<file path="src/fia_cfg.svh">
// Purpose: Addresses, bit fields and reset values of the flash update regs
// Assumes: 8-bit data memory, 16-bit program words
// Notes:   Definitions only
`ifndef FIA_CFG_SVH
`define FIA_CFG_SVH

// ----------------------------------------
// Control register placement
// ----------------------------------------
`define FIA_FC_SECTOR 8'h01
`define FIA_FC0_ADDR 8'h28
`define FIA_FC1_ADDR 8'h29
`define FIA_FC2_ADDR 8'h2A
`define FIA_FC0_RESET 8'h70
`define FIA_CHIP_RST_KEY 8'h55
`define FIA_FC0_WFS 7
`define FIA_FC0_OP_MSB 6
`define FIA_FC0_OP_LSB 4
`define FIA_FC0_WPEN 3
`define FIA_FC0_FWT 2
`define FIA_FC0_FRDEN 1
`define FIA_FC0_FRD 0
`define FIA_FC2_WRITE_BUFFER_CLEAR 0

// ----------------------------------------
// Address and data registers, all sectors
// ----------------------------------------
`define FIA_DREG_BASE 8'h43
`define FIA_DREG_NUM 10
`define FIA_DREG_FLASH_WORD0_LOW 2
`define FIA_DREG_FLASH_WORD0_HIGH 3
`define FIA_DREG_FLASH_TARGET_ADDR_LOW 0
`define FIA_DREG_FLASH_TARGET_ADDR_HIGH 1

// ----------------------------------------
// Mode field codes
// ----------------------------------------
`define FIA_OP_WRITE 3'h0
`define FIA_OP_ERASE 3'h1
`define FIA_OP_READ 3'h2
`define FIA_OP_WEN 3'h6

// ----------------------------------------
// Page geometry
// ----------------------------------------
`define FIA_WORDS_LAST 5'h1F
`define FIA_PAGE_MSB 15
`define FIA_PAGE_LSB 5

`endif

</file>
<file path="src/fia_pkg.sv">
// Purpose: Types of the flash update front end
// Assumes: fia_cfg.svh holds the numbers
// Notes:   Types only
package fia_pkg;

    typedef enum logic [2:0] {
        S_IDLE,
        S_CLR,
        S_WRRD,
        S_WRPUT,
        S_WAIT,
        S_RDWAIT
    } fia_st_type;

endpackage : fia_pkg

</file>
<file path="src/fia_ctrl.sv">
// Purpose: In-app flash update register front end and sequencer
// Assumes: CPU data memory port on I_MCLK; flash macro answers on I_MCLK
// Notes:   Word pushes into the write buffer on each data high byte write, except during the clear walk
`timescale 1ns/1ps
`include "fia_cfg.svh"

module fia_ctrl
    import fia_pkg::*;
(
    input wire logic I_MCLK,
    input wire logic I_RST_N,
    input wire logic I_WR,
    input wire logic I_RD,
    input wire logic I_IND,
    input wire logic [7:0] I_SECTOR,
    input wire logic [7:0] I_ADDR,
    input wire logic [7:0] I_WDATA,
    output logic [7:0] O_RDATA,
    output logic [15:0] O_FL_ADDR,
    output logic [15:0] O_FL_WDATA,
    output logic O_FL_WE,
    output logic O_FL_ERASE,
    output logic O_FL_RD,
    input wire logic I_FL_DONE,
    input wire logic [15:0] I_FL_RDATA,
    output logic O_CHIP_RST
);

    typedef struct packed {
        fia_st_type st;
        logic wfs;
        logic [2:0] op;
        logic wpen;
        logic fwt;
        logic frden;
        logic frd;
        logic [7:0] fc1;
        logic write_buffer_clear;
        logic [`FIA_DREG_NUM-1:0][7:0] dreg;
        logic [4:0] wptr;
        logic [4:0] idx;
        logic [7:0] rdata;
        logic [15:0] fl_addr;
        logic [15:0] fl_wdata;
        logic fl_we;
        logic fl_erase;
        logic fl_rd;
        logic chip_rst;
    } fia_ctrl_type;

    fia_ctrl_type s_r;
    fia_ctrl_type s_nxt;

    logic fc_hit;
    logic wb_we;
    logic [4:0] wb_waddr;
    logic [15:0] wb_wdata;
    logic [4:0] wb_raddr;
    logic [15:0] wb_rdata;
    logic [15:0] far;
    logic fc0_wr;
    logic fc2_wr;

    // ----------------------------------------
    // Write buffer
    // ----------------------------------------
    fia_wbuf u_wbuf (
        .i_clk(I_MCLK),
        .i_rst_n(I_RST_N),
        .i_we(wb_we),
        .i_waddr(wb_waddr),
        .i_wdata(wb_wdata),
        .i_raddr(wb_raddr),
        .o_rdata(wb_rdata)
    );

    // Direct access never sees the control regs, whatever the sector
    assign fc_hit = I_IND && (I_SECTOR == `FIA_FC_SECTOR);
    assign far = {s_r.dreg[`FIA_DREG_FLASH_TARGET_ADDR_HIGH], s_r.dreg[`FIA_DREG_FLASH_TARGET_ADDR_LOW]};
    assign fc0_wr = I_WR && fc_hit && I_ADDR == `FIA_FC0_ADDR;
    assign fc2_wr = I_WR && fc_hit && I_ADDR == `FIA_FC2_ADDR;
    assign wb_raddr = s_r.idx;

    // ----------------------------------------
    // Register access and sequencer
    // ----------------------------------------
    always_comb begin
        s_nxt = s_r;
        s_nxt.fl_we = 1'b0;
        s_nxt.fl_erase = 1'b0;
        s_nxt.fl_rd = 1'b0;
        s_nxt.chip_rst = 1'b0;
        wb_we = 1'b0;
        wb_waddr = s_r.wptr;
        wb_wdata = '0;

        // Software writes first; hardware clears below keep a fresh set
        if (fc0_wr) begin
            s_nxt.wfs = s_r.wfs & I_WDATA[`FIA_FC0_WFS];
            s_nxt.op = I_WDATA[`FIA_FC0_OP_MSB:`FIA_FC0_OP_LSB];
            s_nxt.wpen = I_WDATA[`FIA_FC0_WPEN];
            s_nxt.fwt = I_WDATA[`FIA_FC0_FWT];
            s_nxt.frden = I_WDATA[`FIA_FC0_FRDEN];
            s_nxt.frd = I_WDATA[`FIA_FC0_FRD];
        end
        if (I_WR && fc_hit && I_ADDR == `FIA_FC1_ADDR) begin
            s_nxt.fc1 = I_WDATA;
            s_nxt.chip_rst = (I_WDATA == `FIA_CHIP_RST_KEY);
        end
        if (fc2_wr) begin
            s_nxt.write_buffer_clear = I_WDATA[`FIA_FC2_WRITE_BUFFER_CLEAR];
        end
        for (int i = 0; i < `FIA_DREG_NUM; i++) begin
            if (I_WR && I_ADDR == `FIA_DREG_BASE + 8'(i)) begin
                s_nxt.dreg[i] = I_WDATA;
                // A high data byte completes one buffered word
                if (i >= `FIA_DREG_FLASH_WORD0_HIGH && (i % 2) == 1) begin
                    wb_we = 1'b1;
                    wb_wdata = {I_WDATA, s_r.dreg[i-1]};
                    s_nxt.wptr = s_r.wptr + 5'h01;
                end
            end
        end

        // Read data, registered
        s_nxt.rdata = s_r.rdata;
        if (I_RD) begin
            s_nxt.rdata = '0;
            if (fc_hit && I_ADDR == `FIA_FC0_ADDR) begin
                s_nxt.rdata = {s_r.wfs, s_r.op, s_r.wpen, s_r.fwt,
                               s_r.frden, s_r.frd};
            end
            if (fc_hit && I_ADDR == `FIA_FC1_ADDR) begin
                s_nxt.rdata = s_r.fc1;
            end
            if (fc_hit && I_ADDR == `FIA_FC2_ADDR) begin
                s_nxt.rdata = {7'h00, s_r.write_buffer_clear};
            end
            for (int i = 0; i < `FIA_DREG_NUM; i++) begin
                if (I_ADDR == `FIA_DREG_BASE + 8'(i)) begin
                    s_nxt.rdata = s_r.dreg[i];
                end
            end
        end

        unique case (s_r.st)
            S_IDLE: begin
                s_nxt.idx = '0;
                if (s_r.write_buffer_clear) begin
                    s_nxt.st = S_CLR;
                end else if (s_r.wpen) begin
                    s_nxt.wpen = s_nxt.wpen && fc0_wr;
                    if (s_r.op == `FIA_OP_WEN) begin
                        s_nxt.wfs = 1'b1;
                    end
                end else if (s_r.fwt) begin
                    s_nxt.fl_addr = far;
                    if (s_r.op == `FIA_OP_WRITE && s_r.wfs) begin
                        s_nxt.st = S_WRRD;
                    end else if (s_r.op == `FIA_OP_ERASE && s_r.wfs) begin
                        s_nxt.fl_erase = 1'b1;
                        s_nxt.st = S_WAIT;
                    end else begin
                        // Writing disabled: request dropped
                        s_nxt.fwt = s_nxt.fwt && fc0_wr;
                    end
                end else if (s_r.frd) begin
                    s_nxt.fl_addr = far;
                    if (s_r.frden && s_r.op == `FIA_OP_READ) begin
                        s_nxt.fl_rd = 1'b1;
                        s_nxt.st = S_RDWAIT;
                    end else begin
                        s_nxt.frd = s_nxt.frd && fc0_wr;
                    end
                end
            end
            S_CLR: begin
                // Clear walk owns the buffer write port
                wb_we = 1'b1;
                wb_waddr = s_r.idx;
                wb_wdata = '0;
                s_nxt.idx = s_r.idx + 5'h01;
                if (s_r.idx == `FIA_WORDS_LAST) begin
                    s_nxt.write_buffer_clear = s_nxt.write_buffer_clear && fc2_wr;
                    s_nxt.wptr = '0;
                    s_nxt.st = S_IDLE;
                end
            end
            S_WRRD: begin
                s_nxt.st = S_WRPUT;
            end
            S_WRPUT: begin
                s_nxt.fl_we = 1'b1;
                s_nxt.fl_wdata = wb_rdata;
                s_nxt.fl_addr = {far[`FIA_PAGE_MSB:`FIA_PAGE_LSB], s_r.idx};
                s_nxt.idx = s_r.idx + 5'h01;
                s_nxt.st = (s_r.idx == `FIA_WORDS_LAST) ? S_WAIT : S_WRRD;
            end
            S_WAIT: begin
                if (I_FL_DONE) begin
                    s_nxt.fwt = s_nxt.fwt && fc0_wr;
                    s_nxt.st = S_IDLE;
                end
            end
            S_RDWAIT: begin
                if (I_FL_DONE) begin
                    s_nxt.dreg[`FIA_DREG_FLASH_WORD0_LOW] = I_FL_RDATA[7:0];
                    s_nxt.dreg[`FIA_DREG_FLASH_WORD0_HIGH] = I_FL_RDATA[15:8];
                    s_nxt.frd = s_nxt.frd && fc0_wr;
                    s_nxt.st = S_IDLE;
                end
            end
        endcase
    end

    always_ff @(posedge I_MCLK or negedge I_RST_N) begin
        if (!I_RST_N) begin
            s_r <= '0;
            s_r.st <= S_IDLE;
            {s_r.wfs, s_r.op, s_r.wpen, s_r.fwt, s_r.frden, s_r.frd}
                <= `FIA_FC0_RESET;
        end else begin
            s_r <= s_nxt;
        end
    end

    assign O_RDATA = s_r.rdata;
    assign O_FL_ADDR = s_r.fl_addr;
    assign O_FL_WDATA = s_r.fl_wdata;
    assign O_FL_WE = s_r.fl_we;
    assign O_FL_ERASE = s_r.fl_erase;
    assign O_FL_RD = s_r.fl_rd;
    assign O_CHIP_RST = s_r.chip_rst;

endmodule : fia_ctrl

</file>
<file path="src/fia_wbuf.sv">
// Purpose: 32-word write buffer of the flash update front end
// Assumes: One write and one read port, same clock
// Notes:   Read data is registered, one cycle after the address
`timescale 1ns/1ps
`include "fia_cfg.svh"

module fia_wbuf
    import fia_pkg::*;
(
    input wire logic i_clk,
    input wire logic i_rst_n,
    input wire logic i_we,
    input wire logic [4:0] i_waddr,
    input wire logic [15:0] i_wdata,
    input wire logic [4:0] i_raddr,
    output logic [15:0] o_rdata
);

    typedef struct packed {
        logic [31:0][15:0] mem;
        logic [15:0] rdata;
    } fia_wbuf_type;

    fia_wbuf_type s_r;
    fia_wbuf_type s_nxt;

    always_comb begin
        s_nxt = s_r;
        s_nxt.rdata = s_r.mem[i_raddr];
        if (i_we) begin
            s_nxt.mem[i_waddr] = i_wdata;
        end
    end

    always_ff @(posedge i_clk or negedge i_rst_n) begin
        if (!i_rst_n) begin
            s_r <= '0;
        end else begin
            s_r <= s_nxt;
        end
    end

    assign o_rdata = s_r.rdata;

endmodule : fia_wbuf
</file>
<file path="config.mk">
export PLATFORM = sky130hd
export DESIGN_NAME = fia_ctrl
export DESIGN_NICKNAME = d
export VERILOG_FILES = /design/src/fia_pkg.sv /design/src/fia_ctrl.sv /design/src/fia_wbuf.sv
export VERILOG_INCLUDE_DIRS = /design/src
export SDC_FILE = /design/constraint.sdc
export NUM_CORES = 1
export LEC_CHECK = 0
export BUFFER_PORTS_ARGS = -buffer_cell sky130_fd_sc_hd__buf_2
export CAP_MARGIN = 10
export CORE_AREA = 2 2 246 248
export DETAILED_ROUTE_END_ITERATION = 10
export DIE_AREA = 0 0 248 250
export PLACE_DENSITY_LB_ADDON = 0.1
export SYNTH_ARGS = -nofsm -noshare
export SYNTH_HDL_FRONTEND = slang
export SYNTH_SLANG_ARGS = --single-unit
</file>
<file path="constraint.sdc">
create_clock -name I_MCLK -period 3.5 [get_ports I_MCLK]
set_clock_uncertainty 0.2 [all_clocks]
set_input_delay 0.35 -clock I_MCLK [delete_from_list [all_inputs] [get_ports I_MCLK]]
set_output_delay 0.35 -clock I_MCLK [all_outputs]
set_load 0.02 [all_outputs]
</file>
==> impl_results.md <==
- Clock Path Buffers: 3
- VDD IR-drop max: between 0.0004 and 0.0005 V
- Status: completed
- YS warnings: 0
- H-tree Lvls: 3
- Initial antenna violation count: 3
- Final HPWL DP: about 64000 um
- Post-synth top cells: dfrtp_1 (679), o21ai_0 (403), clkbuf_1 (220)
- Synth area leaders: dfrtp_1 (53%), mux4_2 (10%), o21ai_0 (6.3%), a22o_1 (5.4%), mux2_2 (3.8%)
- Maxcap violations: 0
- Fin. max-slew vios: 0
- Comb pwr share: 0.167
- DRT antenna net count: 0
- Dpl ws: 0.193 ns
- Worst-Skew Late Latency: just over 0.6 ns
- Hold Crit Start: I_ADDR[0]
- Fillcell total: 4646
- Synth area leader: dfrtp_1
- Power, Total: 18800 uW
- FF-to-FF setup slack: 0.40 ns
- Post-CTS Setup Bufs: 0
- Final Cell Area: 35900 um2
- Synthesized area per cell: 12.1 um2
- Worst path bufs/invs: 1
- Port bufs: 89
- DRC errors left: 0
- Pre-Repair DR Iteration Count: 5
- Relative max-transition margin: 0.305
- Root buf cell: clkbuf_16
- Most common cell in the netlist: dfrtp_1
- CP max stage cell: or2_1
- Setup TNS: 0 ns
- Internal power: 13400 uW
- Iteration-0 DRC Markers: between 2000 and 2500
- DIE AREA: 62000 um2
- Clock transition at the registers of the reported paths: 0.06 ns
- Vias in the first global route: approximately 23000
- Period minus WS final: 3.10 ns
- Ys flop type: dfrtp_1
- FF-to-FF Start: s_r[152]$_DFFE_PN0P_
- CP Depth: 6
- Async SR Flop Fraction: 1.00
- Via count: ~23000
- Netlist cell types: 72
- Layout cells sized above 1: 0.241
- Initial Util: 0.534
- Nets: 2700
- Die span in y: approximately 250 um
- Io pins: 90
- Power Density: 524 nW/um2
- Endpoints failing setup: 0
- Row Count: 90
- Clock sinks: 682
- Core Region: 59600 um2
- Routed wire length: 97300 um
- Hold Path Class: in -> reg
- Die X-Extent: 248 um
- Antenna Cells: 0
- Arrival time worst endpoint: roughly 3.4 ns
- CP Capture Point: u_wbuf.s_r[356]$_DFFE_PN0P_
- Sw power: between 5000 and 6000 uW
- Hold buffer count at CTS: 28
- Area Growth Syn to Fin: 12.8%
- Final Hold Fails: 0
- GP Congestion: 0.918
- Register bit count reported by yosys: slightly below 700
- Vias per cell: 6.71
- Post-synth top area share: 0.534
- Crit-path max FO: 20
- Largest net degree at the start of global routing: 94
- Seq pwr share: 0.444
- Storage element area: 17100 um2
- Syn nets: 2675
- Routed WL per cell: 27.9 um
- Total gr overflow: 0
- RSZ-0062 raised after global routing: no
- Register area share after synthesis: 0.537
- Maximum clock rate: 323 MHz
- Multi-input logic area: around 13000 um2
- P_leak: 0.0155 uW
- Clk network pwr share: 0.389
- Critical path type: reg -> reg
- Post-synth EDFFs: 0
- CTS tree: done
- Crit path launch: s_r[152]$_DFFE_PN0P_
- Reg-to-Reg End: u_wbuf.s_r[356]$_DFFE_PN0P_
- Gate Count Post-Synth: between 2000 and 3000
- CP peak stage delay: 0.64 ns
- Worst setup SP type: flip-flop
- Fin worst setup slack: 0.401 ns
- Cell Area, Synth: 31800 um2
- GRT Total Usage: 0.318
- Chain of cells forming the critical path: or3b_1 -> buf_12 -> mux2i_1 -> nand2_1 -> or2_1 -> a22o_1
- CP required: 3.79 ns
- CTS resizes: 0
- Placement Cell Area: 33400 um2
- Cell family with the largest share of critical-path delay: simple AND/OR/NAND/NOR gates
- Switch share: 0.287
- Slew at the pin closest to its max-slew limit: approximately 1.0 ns
- Crit. End Element: flip-flop
- Crit share post-route: 0.886
- TritonCTS Buffers: 73
- R2R depth: 6
- First-pass GRT wire length: 148000 um
-- registers in the layout, summed over array words and instances (netlist names) --
signal          cells
O_CHIP_RST          1
O_FL_ADDR          16
O_FL_ERASE          1
O_FL_RD             1
O_FL_WDATA         16
O_FL_WE             1
O_RDATA             8
far                16
s_r                89
u_wbuf.o_rdata     16
u_wbuf.s_r        512
wb_raddr            5
-- area by class of cell --
cell class / instances / area share
multi-input combinational: 1619 / 0.375
clock inverter: 21 / 0.00422
clock buffer: 104 / 0.0573
tap: 782 / 0.0273
inverter: 16 / 0.00168
timing repair buffer: 259 / 0.0583
sequential: 682 / 0.476
-- tightest hold or removal path, cell delays in order --
cell and delay (ns):
buf_2 0.10, nor2b_1 0.04, buf_4 0.17, nand4_1 0.10
nand2_1 0.06
-- per-stage QoR --
stage | std cells | util | hold slack, ns
after floorplan | 2626 | - | -0.146
after global placement | 3330 | 0.560 | 0.252
after detailed placement | 3330 | 0.560 | 0.257
after CTS | 3483 | 0.602 | 0.0170
after global routing | 3483 | 0.602 | 0.0767
final | 3483 | 0.602 | 0.0730
-- layout by cell type, fill, tap and decap left out, drive strengths merged, types with 5 or more instances in the layout --
master	instances
o21a	20
a22oi	22
and3	8
nor4b	5
inv	18
clkbuf	104
buf	231
mux2i	69
a21o	9
nor3	18
mux2	107
nand4	8
nand2	90
or2	36
dfrtp	679
nor4	6
a21oi	50
nor2	68
dlygate4sd3	28
o31a	8
a31oi	8
o2bb2ai	65
o22ai	6
mux4	146
a22o	197
o21ai	554
nand3	9
nor3b	8
nand2b	21
o31ai	9
clkinv	17
nor2b	15
-- logic make-up (layout without fill, tap and decap cells) --
family | Yosys count | after routing | share of synthesized area
AO/OA/AOI/OAI | 980 | 980 | 0.201
flip-flops | 682 | 682 | 0.537
buffers and inverters | 325 | 400 | 0.0455
multiplexers | 322 | 322 | 0.163
AND/OR/NAND/NOR | 309 | 309 | 0.0514
adder cells (fa/ha/maj) | 4 | 4 | 0.00150
XOR/XNOR | 4 | 4 | 0.00110
-- worst min path at each step --
| stage | cells after the start | to | slack, ns |
|---|---|---|---|
| floorplan | 0 | O_CHIP_RST$_DFF_PN0_ | -0.15 |
| global placement | 2 | s_r[133]$_DFFE_PN0P_ | 0.25 |
| detailed placement | 2 | s_r[133]$_DFFE_PN0P_ | 0.26 |
| CTS | 3 | O_RDATA[1]$_DFFE_PN0P_ | 0.02 |
| global route | 3 | O_RDATA[1]$_DFFE_PN0P_ | 0.08 |
| finish | 5 | s_r[134]$_DFF_PN0_ | 0.07 |
-- layer usage --
| metal | track usage | vias to the layer above | part of all wire |
|---|---|---|---|
| met2 | 0.480 | 1056 | 0.46 |
| li1 | - | 9841 | - |
| met4 | 0.114 | 4 | 0.036 |
| met3 | 0.0530 | 202 | 0.073 |
| met1 | 0.468 | 12300 | 0.43 |
| met5 | 0 | - | 0.00016 |
-- power by group through the flow --
stage / clock [uW] / sequential [uW] / combinational (uW)
final: 7310 / 8350 / 3130
after global routing: 7730 / 8370 / 3340
after CTS: 7410 / 8350 / 3130
after detailed placement: 0 / 8490 / 3100
after global placement: 0 / 8480 / 3070
after floorplan: 0 / 8290 / 2000
Power figures use the tool's default switching activity.
